<file path="config.mk">
export PLATFORM = sky130hd
export DESIGN_NAME = dac_top
export DESIGN_NICKNAME = d
export VERILOG_FILES = /design/src/rtl/dac_pkg.sv /design/src/rtl/dac_seq_if.sv /design/src/rtl/dac_irq.sv /design/src/rtl/dac_seq.sv /design/src/rtl/dac_top.sv
export SDC_FILE = /design/constraint.sdc
export NUM_CORES = 1
export LEC_CHECK = 0
export BUFFER_PORTS_ARGS = -buffer_cell sky130_fd_sc_hd__buf_2
export CAP_MARGIN = 10
export CORE_UTILIZATION = 55
export DETAILED_ROUTE_END_ITERATION = 7
export HOLD_SLACK_MARGIN = 0.06
export PLACE_DENSITY = 0.73
export SKIP_CTS_REPAIR_TIMING = 1
export SYNTH_ARGS = -nofsm -noshare
export SYNTH_HDL_FRONTEND = slang
export SYNTH_SLANG_ARGS = --single-unit
</file>
<file path="constraint.sdc">
create_clock -name i_clock -period 6.5 [get_ports i_clock]
set_input_delay 0.325 -clock i_clock [delete_from_list [all_inputs] [get_ports i_clock]]
set_output_delay 0.325 -clock i_clock [all_outputs]
set_load 0.1 [all_outputs]
</file>
<file path="src/rtl/dac_pkg.sv">
// Constants, register map and types for the DMA address, count and status block
package dac_pkg;
  localparam int NCH = 4;                       // Number of channels
  localparam int CH_W = 2;                      // Channel number width
  localparam int RAM_W = 24;                    // RAM address width
  localparam int HI_W = 8;                      // Bits held in a high address register
  localparam int LO_W = 16;                     // Bits held in a low address register
  localparam int PAD_W = 16;                    // Peripheral address width
  localparam int CNT_W = 14;                    // Transfer count width
  localparam int PADDR_W = 8;                   // APB byte address width
  localparam int DATA_W = 32;                   // APB data width
  localparam int IRQ_W = 12;                    // Interrupt status width

  typedef logic [RAM_W-1:0] dac_ram_addr_t;
  typedef logic [PAD_W-1:0] dac_pad_t;
  typedef logic [CNT_W-1:0] dac_cnt_t;
  typedef logic [PADDR_W-1:0] dac_paddr_t;
  typedef logic [DATA_W-1:0] dac_data_t;
  typedef logic [CH_W-1:0] dac_ch_t;
  typedef logic [NCH-1:0] dac_chvec_t;
  typedef logic [IRQ_W-1:0] dac_irq_t;

  // Per-channel block of registers, byte offsets within the block
  localparam dac_paddr_t CH_STRIDE = 8'h20;
  localparam dac_paddr_t OFF_CTRL = 8'h00;
  localparam dac_paddr_t OFF_PRI_HI = 8'h04;
  localparam dac_paddr_t OFF_PRI_LO = 8'h08;
  localparam dac_paddr_t OFF_SEC_HI = 8'h0c;
  localparam dac_paddr_t OFF_SEC_LO = 8'h10;
  localparam dac_paddr_t OFF_PAD = 8'h14;
  localparam dac_paddr_t OFF_CNT = 8'h18;
  // Shared registers
  localparam dac_paddr_t OFF_LAST_HI = 8'h80;
  localparam dac_paddr_t OFF_LAST_LO = 8'h84;
  localparam dac_paddr_t OFF_PWC = 8'h88;
  localparam dac_paddr_t OFF_RQC = 8'h8c;
  localparam dac_paddr_t OFF_IRQ_STAT = 8'h90;
  localparam dac_paddr_t OFF_IRQ_MASK = 8'h94;
  localparam dac_paddr_t OFF_BUF_SEL = 8'h98;

  // Channel control field positions
  localparam int CTRL_EN_BIT = 15;
  localparam int CTRL_DIR_BIT = 13;
  localparam int CTRL_FORCE_BIT = 8;
  localparam int CTRL_MODE_LSB = 0;
  localparam int MODE_ONESHOT_BIT = 0;          // Mode bit 0: one-shot
  localparam int MODE_PP_BIT = 1;               // Mode bit 1: ping-pong

  // Interrupt status layout
  localparam int IRQ_DONE_LSB = 0;
  localparam int IRQ_PWC_LSB = 4;
  localparam int IRQ_RQC_LSB = 8;

  typedef enum logic [0:0] {
    DAC_IDLE = 1'b0,
    DAC_BUSY = 1'b1
  } dac_state_t;
endpackage

</file>
<file path="src/rtl/dac_seq_if.sv">
// Signals between the register block and one channel sequencer
`timescale 1ns/100ps
`default_nettype none
interface dac_seq_if;
  import dac_pkg::*;
  logic enable;          // Channel enabled
  dac_cnt_t count;       // Programmed count
  logic ping_pong;       // Ping-pong buffering on
  logic one_shot;        // Stop after the last block
  logic step;            // One transfer of this channel completed
  dac_cnt_t index;       // Transfers done in the current block
  logic buf_sel;         // 1: secondary buffer selected
  logic block_done;      // Pulse: last transfer of a block
  logic finished;        // Pulse: one-shot sequence over
  modport owner (output enable, count, ping_pong, one_shot, step,
                 input index, buf_sel, block_done, finished);
  modport seq (input enable, count, ping_pong, one_shot, step,
               output index, buf_sel, block_done, finished);
endinterface
`default_nettype wire

</file>
<file path="src/rtl/dac_irq.sv">
// Sticky interrupt status with write-one-to-clear and a mask
`timescale 1ns/100ps
`default_nettype none
module dac_irq
  import dac_pkg::*;
(
  input wire logic i_clock,            // System clock
  input wire logic i_resetn,           // Synchronous reset, active low
  input wire dac_pkg::dac_irq_t i_event, // Event pulses
  input wire logic i_clr_we,           // Write to the status register
  input wire logic i_mask_we,          // Write to the mask register
  input wire dac_pkg::dac_irq_t i_wdata, // Write data
  output dac_pkg::dac_irq_t o_status,  // Sticky status
  output dac_pkg::dac_irq_t o_mask,    // Mask, 1 passes the bit
  output logic o_irq                   // Level interrupt
);
  dac_irq_t stat_q;
  dac_irq_t mask_q;
  dac_irq_t clr;

  // A clear never swallows an event that lands in the same cycle
  always_comb begin
    clr = i_clr_we ? i_wdata : '0;
  end

  // Status: set wins over the clear
  always_ff @(posedge i_clock) begin
    if (!i_resetn) begin
      stat_q <= '0;
    end else begin
      stat_q <= (stat_q & ~clr) | i_event;
    end
  end

  // Mask register
  always_ff @(posedge i_clock) begin
    if (!i_resetn) begin
      mask_q <= '0;
    end else if (i_mask_we) begin
      mask_q <= i_wdata;
    end
  end

  assign o_status = stat_q;
  assign o_mask = mask_q;
  assign o_irq = |(stat_q & mask_q);
endmodule
`default_nettype wire

</file>
<file path="src/rtl/dac_seq.sv">
// One channel's block counter and ping-pong buffer selection
`timescale 1ns/100ps
`default_nettype none
module dac_seq
  import dac_pkg::*;
(
  input wire logic i_clock,   // System clock
  input wire logic i_resetn,  // Synchronous reset, active low
  dac_seq_if.seq s            // Link to the register block
);
  dac_cnt_t idx_q;            // Position in the block
  logic buf_q;                // Current buffer
  logic last;                 // This step ends the block

  assign last = s.step && (idx_q == s.count);

  // A block is count plus one steps; index wraps after the last one
  always_ff @(posedge i_clock) begin
    if (!i_resetn || !s.enable) begin
      idx_q <= '0;
      buf_q <= 1'b0;
    end else if (s.step) begin
      if (last) begin
        idx_q <= '0; // RULE4
        if (s.ping_pong) begin
          buf_q <= ~buf_q; // RULE13
        end
      end else begin
        idx_q <= dac_cnt_t'(idx_q + 1'b1); // RULE4
      end
    end
  end

  // One-shot ping-pong ends after one block in each buffer
  assign s.block_done = last;
  assign s.finished = last && s.one_shot && (!s.ping_pong || buf_q); // RULE12
  assign s.index = idx_q;
  assign s.buf_sel = buf_q;
endmodule
`default_nettype wire

</file>
<file path="src/rtl/dac_top.sv">
// DMA channel address, count and shared status registers with APB access
// Functional notes
// RULE1: Each channel keeps a 24-bit primary start address.
// RULE2: Each channel keeps a 24-bit secondary start address.
// RULE3: Each channel keeps a read/write 16-bit peripheral address.
// RULE4: A block is programmed count plus one transfers.
// RULE5: Software avoids rewriting address or count while enabled.
// RULE6: Read-only last RAM address, zero after reset.
// RULE7: Per-channel peripheral write collision flags, bits 3-0.
// RULE8: Per-channel force versus request collision flags.
// RULE9: Unused register bits read as zero.
// RULE10: Force starts one transfer; only hardware clears it. Here disabling the channel also clears it.
// RULE11: Direction set: RAM to peripheral, else reverse.
// RULE12: Mode 10 continuous, 11 one-shot ping-pong.
// RULE13: Ping-pong swaps start address after each block.
`timescale 1ns/100ps
`default_nettype none
module dac_top
  import dac_pkg::*;
(
  input wire logic i_clock,                    // 200 MHz system clock
  input wire logic i_resetn,                   // Synchronous reset, active low
  input wire logic i_psel,                     // APB select
  input wire logic i_penable,                  // APB access phase
  input wire logic i_pwrite,                   // APB write
  input wire dac_pkg::dac_paddr_t i_paddr,     // APB byte address
  input wire dac_pkg::dac_data_t i_pwdata,     // APB write data
  output dac_pkg::dac_data_t o_prdata,         // APB read data
  output logic o_pready,                       // APB ready
  output logic o_pslverr,                      // APB error
  input wire dac_pkg::dac_chvec_t i_request,   // Peripheral request pulses
  input wire dac_pkg::dac_chvec_t i_periph_wcol, // Peripheral write collision pulses
  output logic o_xfer_valid,                   // Transfer requested
  input wire logic i_xfer_ready,               // Transfer taken
  output dac_pkg::dac_ch_t o_xfer_chan,        // Channel of the transfer
  output dac_pkg::dac_ram_addr_t o_ram_addr,   // RAM address
  output dac_pkg::dac_pad_t o_periph_addr,     // Peripheral address
  output logic o_xfer_dir,                     // 1: RAM to peripheral
  output logic o_irq                           // Level interrupt
);
  import dac_pkg::*;

  // Address decode used for every register of every channel
  function automatic logic reg_hit(dac_paddr_t a, int ch, dac_paddr_t off);
    reg_hit = (a == dac_paddr_t'(ch * CH_STRIDE + off));
  endfunction

  // Channel registers
  logic [HI_W-1:0] pri_hi_q [NCH];   // Primary start, upper byte
  logic [LO_W-1:0] pri_lo_q [NCH];   // Primary start, lower half
  logic [HI_W-1:0] sec_hi_q [NCH];   // Secondary start, upper byte
  logic [LO_W-1:0] sec_lo_q [NCH];   // Secondary start, lower half
  dac_pad_t pad_q [NCH];             // Peripheral address
  dac_cnt_t cnt_q [NCH];             // Transfer count
  logic [1:0] mode_q [NCH];          // Operating mode
  dac_chvec_t en_q;                  // Channel enable
  dac_chvec_t dir_q;                 // Direction
  dac_chvec_t force_q;               // Manual transfer pending
  dac_chvec_t reqp_q;                // Peripheral request pending
  dac_chvec_t pwc_q;                 // Write collision flags
  dac_chvec_t rqc_q;                 // Request collision flags
  dac_ram_addr_t last_q;             // Most recent RAM address
  // Engine state
  dac_state_t state_q;               // Idle or transfer offered
  dac_ch_t cur_q;                    // Channel being served
  logic src_force_q;                 // Current transfer came from force
  dac_ram_addr_t ram_addr_q;         // Registered RAM address
  dac_pad_t pad_out_q;               // Registered peripheral address
  logic dir_out_q;                   // Registered direction
  // APB
  dac_data_t prdata_q;               // Read data captured in setup
  logic pslverr_q;                   // Error captured in setup
  dac_data_t rd_d;                   // Read mux
  logic hit_d;                       // Address maps to a register
  wire logic wr = i_psel && i_penable && i_pwrite; // Write takes effect this edge
  wire logic setup = i_psel && !i_penable; // Setup phase
  // Arbitration and sequencers
  logic gnt_any;                     // A channel wants service
  dac_ch_t gnt_ch;                   // Lowest numbered such channel
  wire logic accept = (state_q == DAC_BUSY) && i_xfer_ready; // Transfer taken this edge
  dac_chvec_t step;                  // Per-channel completion
  dac_chvec_t blk_done;              // Per-channel block end
  dac_chvec_t fin;                   // Per-channel one-shot end
  dac_chvec_t bufsel;                // Per-channel buffer select
  dac_cnt_t index [NCH];             // Per-channel block position
  dac_chvec_t rqc_evt;               // Request collision events
  dac_chvec_t pwc_evt;               // Write collision events
  dac_irq_t irq_evt;                 // Interrupt events
  dac_irq_t irq_stat;                // Interrupt status
  dac_irq_t irq_mask;                // Interrupt mask

  // One sequencer per channel
  dac_seq_if u_if [NCH] ();
  for (genvar g = 0; g < NCH; g++) begin : g_ch
    assign u_if[g].enable = en_q[g];
    assign u_if[g].count = cnt_q[g];
    assign u_if[g].ping_pong = mode_q[g][MODE_PP_BIT];
    assign u_if[g].one_shot = mode_q[g][MODE_ONESHOT_BIT];
    assign u_if[g].step = step[g];
    assign step[g] = accept && (cur_q == dac_ch_t'(g));
    assign blk_done[g] = u_if[g].block_done;
    assign fin[g] = u_if[g].finished;
    assign bufsel[g] = u_if[g].buf_sel;
    assign index[g] = u_if[g].index;
    dac_seq u_seq (
      .i_clock (i_clock),
      .i_resetn (i_resetn),
      .s (u_if[g])
    );
  end

  // Collision events only count on an enabled channel
  always_comb begin
    for (int c = 0; c < NCH; c++) begin
      pwc_evt[c] = en_q[c] && i_periph_wcol[c]; // RULE7
      // Request meets a pending force, or force written over a pending request
      rqc_evt[c] = en_q[c] && ((i_request[c] && force_q[c]) || (reqp_q[c] && wr
                   && reg_hit(i_paddr, c, OFF_CTRL) && i_pwdata[CTRL_FORCE_BIT])); // RULE8
    end
  end

  // Address, count and control registers; written only in the access phase
  always_ff @(posedge i_clock) begin
    if (!i_resetn) begin
      for (int c = 0; c < NCH; c++) begin
        pri_hi_q[c] <= '0;
        pri_lo_q[c] <= '0;
        sec_hi_q[c] <= '0;
        sec_lo_q[c] <= '0;
        pad_q[c] <= '0;
        cnt_q[c] <= '0;
        mode_q[c] <= '0;
      end
      en_q <= '0;
      dir_q <= '0;
    end else begin
      for (int c = 0; c < NCH; c++) begin
        // A finished one-shot sequence drops the enable
        if (fin[c]) begin
          en_q[c] <= 1'b0; // RULE12
        end
        if (wr && reg_hit(i_paddr, c, OFF_CTRL)) begin
          en_q[c] <= i_pwdata[CTRL_EN_BIT];
          dir_q[c] <= i_pwdata[CTRL_DIR_BIT];
          mode_q[c] <= i_pwdata[CTRL_MODE_LSB +: 2];
        end
        if (wr && reg_hit(i_paddr, c, OFF_PRI_HI)) begin
          pri_hi_q[c] <= i_pwdata[HI_W-1:0]; // RULE1
        end
        if (wr && reg_hit(i_paddr, c, OFF_PRI_LO)) begin
          pri_lo_q[c] <= i_pwdata[LO_W-1:0]; // RULE1
        end
        if (wr && reg_hit(i_paddr, c, OFF_SEC_HI)) begin
          sec_hi_q[c] <= i_pwdata[HI_W-1:0]; // RULE2
        end
        if (wr && reg_hit(i_paddr, c, OFF_SEC_LO)) begin
          sec_lo_q[c] <= i_pwdata[LO_W-1:0]; // RULE2
        end
        // Rewriting these while enabled is left to software discipline
        if (wr && reg_hit(i_paddr, c, OFF_PAD)) begin
          pad_q[c] <= i_pwdata[PAD_W-1:0]; // RULE3 RULE5
        end
        if (wr && reg_hit(i_paddr, c, OFF_CNT)) begin
          cnt_q[c] <= i_pwdata[CNT_W-1:0]; // RULE4 RULE5
        end
      end
    end
  end
  // Force and request pending bits; a new set beats a same-cycle clear
  always_ff @(posedge i_clock) begin
    if (!i_resetn) begin
      force_q <= '0;
      reqp_q <= '0;
    end else begin
      for (int c = 0; c < NCH; c++) begin
        if (!en_q[c]) begin
          force_q[c] <= 1'b0; // RULE10
          reqp_q[c] <= 1'b0;
        end else begin
          // Software writes of zero have no effect on the force bit
          force_q[c] <= (force_q[c] && !(step[c] && src_force_q))
                        || (wr && reg_hit(i_paddr, c, OFF_CTRL)
                        && i_pwdata[CTRL_FORCE_BIT]); // RULE10
          reqp_q[c] <= (reqp_q[c] && !(step[c] && !src_force_q)) || i_request[c];
        end
      end
    end
  end
  // Collision flags: sticky, cleared only by disabling the channel
  always_ff @(posedge i_clock) begin
    if (!i_resetn) begin
      pwc_q <= '0;
      rqc_q <= '0;
    end else begin
      pwc_q <= (pwc_q & en_q) | pwc_evt; // RULE7
      rqc_q <= (rqc_q & en_q) | rqc_evt; // RULE8
    end
  end
  // Fixed priority: lowest channel number first; force served before request
  always_comb begin
    gnt_any = 1'b0;
    gnt_ch = '0;
    for (int c = NCH - 1; c >= 0; c--) begin
      if (en_q[c] && (force_q[c] || reqp_q[c])) begin
        gnt_any = 1'b1;
        gnt_ch = dac_ch_t'(c);
      end
    end
  end

  // Transfer engine: latch the addresses at grant, hold until taken
  always_ff @(posedge i_clock) begin
    if (!i_resetn) begin
      state_q <= DAC_IDLE;
      cur_q <= '0;
      src_force_q <= 1'b0;
      ram_addr_q <= '0;
      pad_out_q <= '0;
      dir_out_q <= 1'b0;
    end else begin
      unique case (state_q)
        DAC_IDLE: begin
          if (gnt_any) begin
            state_q <= DAC_BUSY;
            cur_q <= gnt_ch;
            src_force_q <= force_q[gnt_ch];
            // Ping-pong picks the buffer the sequencer points at
            ram_addr_q <= dac_ram_addr_t'((bufsel[gnt_ch]
                          ? {sec_hi_q[gnt_ch], sec_lo_q[gnt_ch]}
                          : {pri_hi_q[gnt_ch], pri_lo_q[gnt_ch]})
                          + dac_ram_addr_t'(index[gnt_ch])); // RULE1 RULE2 RULE13
            pad_out_q <= pad_q[gnt_ch]; // RULE3
            dir_out_q <= dir_q[gnt_ch]; // RULE11
          end
        end
        DAC_BUSY: begin
          // A channel disabled mid-offer still completes this transfer
          if (i_xfer_ready) begin
            state_q <= DAC_IDLE;
          end
        end
      endcase
    end
  end
  // Most recent RAM address touched
  always_ff @(posedge i_clock) begin
    if (!i_resetn) begin
      last_q <= '0; // RULE6
    end else if (accept) begin
      last_q <= ram_addr_q; // RULE6
    end
  end
  // Interrupt events
  always_comb begin
    irq_evt = '0;
    irq_evt[IRQ_DONE_LSB +: NCH] = blk_done;
    irq_evt[IRQ_PWC_LSB +: NCH] = pwc_evt;
    irq_evt[IRQ_RQC_LSB +: NCH] = rqc_evt;
  end

  dac_irq u_irq (
    .i_clock (i_clock),
    .i_resetn (i_resetn),
    .i_event (irq_evt),
    .i_clr_we (wr && reg_hit(i_paddr, 0, OFF_IRQ_STAT)),
    .i_mask_we (wr && reg_hit(i_paddr, 0, OFF_IRQ_MASK)),
    .i_wdata (i_pwdata[IRQ_W-1:0]),
    .o_status (irq_stat),
    .o_mask (irq_mask),
    .o_irq (o_irq)
  );

  // Read mux; every unused bit is zero by construction
  always_comb begin
    rd_d = '0;
    hit_d = 1'b0;
    for (int c = 0; c < NCH; c++) begin
      if (reg_hit(i_paddr, c, OFF_CTRL)) begin
        hit_d = 1'b1;
        rd_d[CTRL_EN_BIT] = en_q[c];
        rd_d[CTRL_DIR_BIT] = dir_q[c];
        rd_d[CTRL_FORCE_BIT] = force_q[c];
        rd_d[CTRL_MODE_LSB +: 2] = mode_q[c];
      end
      if (reg_hit(i_paddr, c, OFF_PRI_HI)) begin
        hit_d = 1'b1;
        rd_d[HI_W-1:0] = pri_hi_q[c]; // RULE9
      end
      if (reg_hit(i_paddr, c, OFF_PRI_LO)) begin
        hit_d = 1'b1;
        rd_d[LO_W-1:0] = pri_lo_q[c];
      end
      if (reg_hit(i_paddr, c, OFF_SEC_HI)) begin
        hit_d = 1'b1;
        rd_d[HI_W-1:0] = sec_hi_q[c]; // RULE9
      end
      if (reg_hit(i_paddr, c, OFF_SEC_LO)) begin
        hit_d = 1'b1;
        rd_d[LO_W-1:0] = sec_lo_q[c];
      end
      if (reg_hit(i_paddr, c, OFF_PAD)) begin
        hit_d = 1'b1;
        rd_d[PAD_W-1:0] = pad_q[c];
      end
      if (reg_hit(i_paddr, c, OFF_CNT)) begin
        hit_d = 1'b1;
        rd_d[CNT_W-1:0] = cnt_q[c]; // RULE9
      end
    end
    unique case (i_paddr)
      OFF_LAST_HI: begin
        hit_d = 1'b1;
        rd_d[HI_W-1:0] = last_q[RAM_W-1:LO_W]; // RULE6 RULE9
      end
      OFF_LAST_LO: begin
        hit_d = 1'b1;
        rd_d[LO_W-1:0] = last_q[LO_W-1:0]; // RULE6
      end
      OFF_PWC: begin
        hit_d = 1'b1;
        rd_d[NCH-1:0] = pwc_q; // RULE7 RULE9
      end
      OFF_RQC: begin
        hit_d = 1'b1;
        rd_d[NCH-1:0] = rqc_q; // RULE8 RULE9
      end
      OFF_IRQ_STAT: begin
        hit_d = 1'b1;
        rd_d[IRQ_W-1:0] = irq_stat;
      end
      OFF_IRQ_MASK: begin
        hit_d = 1'b1;
        rd_d[IRQ_W-1:0] = irq_mask;
      end
      OFF_BUF_SEL: begin
        hit_d = 1'b1;
        rd_d[NCH-1:0] = bufsel;
      end
      default: begin
        // Channel registers decoded above, or unmapped
      end
    endcase
  end
  // Read data and error are captured in setup so the access phase has no wait
  always_ff @(posedge i_clock) begin
    if (!i_resetn) begin
      prdata_q <= '0;
      pslverr_q <= 1'b0;
    end else if (setup) begin
      prdata_q <= i_pwrite ? '0 : rd_d;
      pslverr_q <= !hit_d;
    end
  end

  assign o_prdata = prdata_q;
  assign o_pready = 1'b1;
  assign o_pslverr = pslverr_q && i_psel && i_penable;
  assign o_xfer_valid = (state_q == DAC_BUSY);
  assign o_xfer_chan = cur_q;
  assign o_ram_addr = ram_addr_q;
  assign o_periph_addr = pad_out_q;
  assign o_xfer_dir = dir_out_q;
endmodule
`default_nettype wire

</file>
Word level (Yosys, flattened, before mapping)
Memory sizes are Yosys's and may differ from the RTL's. A register that Yosys moved wholly into a read port is not among the register bits.
Cells that the tools add are included.
{ "totals": {"mem_bits_rw": 320, "memories": 7, "regBits": 194} }
{ "mem_list": {"columns": ["name", "words", "word_bits", "rd", "rd_ports_with_merged_regs", "write_ports", "line_no", "text"], "rows": [
  ["pad_q", 4, 16, 5, 1, 4, "dac_top.sv:53", "dac_pad_t pad_q [NCH];"],
  ["pri_lo_q", 4, 16, 5, 0, 4, "dac_top.sv:50", "logic [LO_W-1:0] pri_lo_q [NCH];"],
  ["sec_lo_q", 4, 16, 5, 0, 4, "dac_top.sv:52", "logic [LO_W-1:0] sec_lo_q [NCH];"],
  ["cnt_q", 4, 14, 4, 0, 4, "dac_top.sv:54", "dac_cnt_t cnt_q [NCH];"],
  ["pri_hi_q", 4, 8, 5, 0, 4, "dac_top.sv:49", "logic [HI_W-1:0] pri_hi_q [NCH];"],
  ["sec_hi_q", 4, 8, 5, 0, 4, "dac_top.sv:51", "logic [HI_W-1:0] sec_hi_q [NCH];"],
  ["+1 memories", null, null, null, null, null, null, null]
]} }
{ "op_classes": {"eq_ne": 41, "order_cmp": 2, "reduce_logical": 162, "mux": 221, "bitwise_logic": 42, "addsub": 5} }
{ "ops": {"columns": ["op", "count"], "rows": [
  ["16-bit two-way mux", 25],
  ["14-bit two-way mux", 14],
  ["1-bit two-way mux", 143],
  ["8-bit two-way mux", 16],
  ["8-bit by 7-bit == test with 1-bit output, second input constant", 14],
  ["1-bit logical AND", 100],
  ["14-bit by 1-bit adder with 14-bit output, second input constant", 4],
  ["14-bit == test", 4],
  ["8-bit by 6-bit == test with 1-bit output, second input constant", 7],
  ["8-bit == test, second input constant", 7],
  ["14-bit binary-select mux with 2-bit select", 1],
  ["1-bit bitwise OR", 28],
  ["4-bit case mux with 7 select lines", 1],
  ["24-bit by 14-bit adder with 24-bit output", 1],
  ["12-bit bitwise AND", 2],
  ["8-bit by 5-bit == test with 1-bit output, second input constant", 3],
  ["1-bit logical OR", 24],
  ["2-bit two-way mux", 12],
  ["24-bit two-way mux", 1],
  ["1-bit zero test", 21],
  ["8-bit by 4-bit == test with 1-bit output, second input constant", 2],
  ["4-bit case mux with 4 select lines", 1],
  ["12-bit two-way mux", 1],
  ["12-bit inverter", 1],
  ["other kinds (21)", 40]
]} }

Logic depth before layout (Yosys ltp)
{ "depth": {"word_depth": 31, "depth_mapped": 21, "mapped_depth_nobuf": 18} }

Cells and area by module
A second synthesis with hierarchy kept.
{ "unflattened": {"hier_cells": 2648, "area_unflattened_um2": 27396.3} }
{ "by_module_without_submodules": {"columns": ["module", "seq_area_each_um2", "instances", "cells_per_inst", "area_per_inst_um2"], "rows": [
  ["dac_top", 11811.3, 1, 2157, 22830.6],
  ["dac_seq", 300.3, 4, 99, 907.1],
  ["dac_irq", 480.5, 1, 95, 937.1]
]} }

Least setup slack after synthesis
No wires, ideal clock.
{ "synth_timing": {"path_kind": "register -> register", "startpoint": "reg force_q[2]", "endpoint": "reg ram_addr_q[20] (netlist: o_ram_addr[20])", "setup_time_ps": 128, "stages_incl_launch_ff": 19, "slack_ps": 2189, "arrival_time_ps": 4183, "n_path_buf": 3, "period_less_slack_ps": 4311, "cell_sequence": "dfxtp_1 > o21a_4 > nor2_1 > o21ai_1 > buf_2 > buf_2 > clkbuf_1 > nand3_1 > a31o_2 > ha_1 > fa_1 > a211oi_1 > o21bai_1 > a31oi_1 > o211ai_1 > a41o_1 > nor2b_1 > nand4_1 > o211ai_1"} }
{ "synth_via": {"elab_chain_len": 10} }
{ "synth_lines": {"columns": ["item", "line_no", "text"], "rows": [
  ["start, declared", "dac_top.sv:58", "dac_chvec_t force_q;"],
  ["start signal, assigned by index", "dac_top.sv:181", "force_q[c] <= (force_q[c] && !(step[c] && src_force_q))"],
  ["1-bit logical OR (*)", "dac_top.sv:204", "if (en_q[c] && (force_q[c] || reqp_q[c])) begin"],
  ["1-bit logical AND (*)", "dac_top.sv:204", null],
  ["2-bit two-way mux (3 in a row)", "dac_top.sv:204", null],
  ["2-bit inverter with 3-bit output (not written as such)", "dac_top.sv:231", "+ dac_ram_addr_t'(index[gnt_ch]));"],
  ["14-bit binary-select mux with 2-bit select", "dac_top.sv:231", null],
  ["14-bit two-way mux (not written as such) (2 in a row)", "dac_top.sv:231", null],
  ["24-bit by 14-bit adder with 24-bit output", "dac_top.sv:231", null],
  ["end signal, assigned", "dac_top.sv:228", "ram_addr_q <= dac_ram_addr_t'((bufsel[gnt_ch]"],
  ["end, declared", "dac_top.sv:67", "dac_ram_addr_t ram_addr_q;"]
]} }
Every way passes the cells marked *; elsewhere a longest branch is shown, timed or not. The select of a mux whose other input is x is not followed.
A chain may end at the register's enable or synchronous reset.

Worst setup path in the final report
{ "layout_timing": {"startpoint": "reg en_q[2]", "endpoint": "reg ram_addr_q[17] (netlist: o_ram_addr[17])"} }
{ "layout_via": {"elab_chain_len": 9} }
{ "layout_lines": {"columns": ["item", "line_no", "text"], "rows": [
  ["start, declared", "dac_top.sv:56", "dac_chvec_t en_q;"],
  ["start signal, assigned by index", "dac_top.sv:143", "en_q[c] <= i_pwdata[CTRL_EN_BIT];"],
  ["1-bit logical AND (*)", "dac_top.sv:204", null],
  ["2-bit two-way mux (3 in a row)", "dac_top.sv:204", null],
  ["2-bit inverter with 3-bit output (not written as such)", "dac_top.sv:231", null],
  ["14-bit binary-select mux with 2-bit select", "dac_top.sv:231", null],
  ["14-bit two-way mux (not written as such) (2 in a row)", "dac_top.sv:231", null],
  ["24-bit by 14-bit adder with 24-bit output", "dac_top.sv:231", null]
]} }
Marked as above.

==> out/results.txt <==
status: complete, but fails checks
failing checks: design-rule violations
Port Buffer Count: 99
Core ar.: 49200 sq um
final wirelength: 126 mm
R2R depth: 16
Leakage: 11.7 nW
most frequent cells in the layout: nand2_1, and3_1, edfxtp_1
crit path max fanout: 37
WHS Endpoint: o_prdata[14]$_SDFFE_PN0P_
end of the worst register-to-register path: o_ram_addr[17]$_SDFFE_PN0P_
final period utilization: 90.2%
CTS Sinks: 514
Synth Register Bits: 514
Critical path buffers and inverters: 0
cell count after synthesis: 3032
Fin. Hold Viols: 0
CP Class: flip-flop to flip-flop
post-synth cell types: 93
first-pass GRT wire length: 174 mm
Synth Warn #: 0
H-tree levels: 2
sequential share of the synthesized area: 49.0%
Slew @ Worst Pin: 1360 ps
Post-Place Cells: 3619
clock latency on the worst-skew pair: 660 ps
RSZ-0062 raised after global routing: no
Finished Layout Cells: 3738
setup TNS: 0 ps
Critical Path RT: 7030 ps
initial antenna violation count: 8
Startpoint Class: flip-flop
reg2reg start: en_q[2]$_SDFFE_PN0P_
total gr overflow: 0
Initial Utilization: 56.1%
Residual DRC: 13
hold depth: 4
number of DRC markers in iteration 0: 4612
Hold Path Class: input port to flip-flop
vias in the first global route: 23800
Final min period: 5870 ps
total number of vias: 26400
clk_skew: 36.1 ps
largest net degree at the start of global routing: 297
Bufs on Longest Clock Path: 3
drt wl/cell: 33.6 microns
share of layout cells above drive strength 1: 10.9%
CP top delay family: compound AO/OA/AOI/OAI gates
Total GRT Usage: 49.0%
final setup fails: 0
final hold slack: 154 ps
Peak VDD IR: 0.217 mV
Slowest-stage cell, CP: o21ai_0
# Max-Cap Violations: 0
Final #Nets: 3098
CTS tree: yes
num ports: 133
critical path cell sequence: o21ai_4, a41oi_4, o211a_4, nand2_1, nand3_1, o21ai_0, o21ai_0, ha_1, o211ai_1, a21oi_1, o2111a_1, nor2_1, a21oi_1, nand3b_1, xnor2_1, a211oi_1
final HPWL from detailed placement: 88.6 mm
min-delay src: i_pwrite
Post-synth ARST share: 0%
fill count: 4208
Num CTS Buffers: 56
DR pass1 iterations: 8
Post-synth EDFFs: 320
synthesized area per cell: 9.09 sq um
Max Slew Vio Count: 0
root buffer cell: clkbuf_16
Core Util, Final: 61.8%
FF-to-FF setup slack: 630 ps
Relative slew margins: 9.24%
Primary FF master, synth: edfxtp_1
site row count: 81
die height: 226 microns
commonest non-fill, non-tap cell in the layout: nand2_1
die outline width: 226 microns
Synth Cell Area: 27600 sq um
Crit. End Element: flip-flop
Power Dens Cells: 242 nW/um^2
WP data arrival: 6400 ps
full die area: 51000 sq um
Largest stage delay, worst path: 970 ps
fmax: 170 MHz
Post-DP Area: 28500 sq um
clk slew on worst S/H paths: 60 ps
post-route ant nets: 0
final instance area: 30400 sq um
GPL Wtd Cong: 1.06
vias per cell: 7.08
synthesis-to-finish area growth: 10.3%
[cell families (layout without fill, tap and decap cells)]
kind of cell | count (synthesis) | in the layout | synth area share (%)
muxes | 24 | 24 | 0.990
buffers and inverters | 277 | 301 | 4.40
other | 2 | 20 | 0.0273
AOI/OAI and AO/OA | 618 | 618 | 15.2
xor gates and xnor gates | 110 | 110 | 3.50
and+or+nand+nor | 1468 | 1468 | 26.0
adders and majority gates | 19 | 19 | 0.890
DFF | 514 | 514 | 49.0
[registers in the layout (all words and copies together), names as in the netlist, 8 cells and up]
register	cells
pad_q	64
pri_lo_q	64
sec_lo_q	64
cnt_q	56
g_ch.u_seq.s.index	56
pri_hi_q	32
sec_hi_q	32
last_q	24
o_ram_addr	24
o_periph_addr	16
o_prdata	16
u_irq.o_mask	12
u_irq.o_status	12
mode_q	8
[synth_stat cells (35+ instances only)]
cell        n  share of area [%]
a22oi_1    44                1.2
edfxtp_1  320                 35
nand2_1   562                7.7
buf_2      40               0.73
o22ai_1    35               0.79
o21ai_0    97                1.8
nand3_1   156                2.8
clkbuf_1  179                2.4
xor2_1     47                1.5
nor2_1    223                3.0
a31oi_1    38               0.86
and3_1    345                7.8
a21oi_1   169                3.1
xnor2_1    63                2.0
dfxtp_1   194                 14
[per-layer routing]
layer  vias up  global-route usage (%)  wire (microns)
met1     12700                    59.7           43100
met5         -                       0              73
met4        10                    37.1           11900
met2      2178                    70.9           52100
met3       533                    17.3           18400
li1      11100                       -               -
[stage by stage]
step	worst slack [ps]	total power, mW
after floorplan	2190	3.94
after global placement	1220	4.17
after detailed placement	1090	4.18
after CTS	1070	7.29
after global routing	717	7.47
final	634	7.36
[tightest hold or removal path, cell delays in order]
cell	delay (ps)
buf_2	180
a311oi_1	90
a21oi_1	120
nor2_1	40
[where the power goes]
| group | switching, mW | internal (mW) | total, mW |
|---|---|---|---|
| Sequential | 0.122 | 3.56 | 3.69 |
| Combinational | 0.369 | 0.0969 | 0.466 |
| Clock | 1.40 | 1.81 | 3.21 |
[worst max path at each step]
stage                                      from                           to  cells past startpoint  slack [ps]
after floorplan           force_q[2]$_SDFF_PN0_  o_ram_addr[20]$_SDFFE_PN0P_                     18        2190
final                      en_q[2]$_SDFFE_PN0P_  o_ram_addr[17]$_SDFFE_PN0P_                     16         630
after global placement     en_q[1]$_SDFFE_PN0P_  o_ram_addr[19]$_SDFFE_PN0P_                     16        1220
after detailed placement   en_q[1]$_SDFFE_PN0P_  o_ram_addr[19]$_SDFFE_PN0P_                     16        1090
after CTS                  en_q[1]$_SDFFE_PN0P_  o_ram_addr[17]$_SDFFE_PN0P_                     16        1070
after global routing       en_q[2]$_SDFFE_PN0P_  o_ram_addr[17]$_SDFFE_PN0P_                     17         720
[layout make-up]
cell class	count	area, sq um	share of cell area [%]
timing repair buffer	183	1200	3.95
inverter	14	53.8	0.177
clock buffer	82	1590	5.23
tap	664	831	2.73
multi-input combinational	2256	13000	42.8
antenna	3	7.51	0.0247
sequential	514	13500	44.4
clock inverter	22	204	0.671
(Power assumes the default switching activity.)
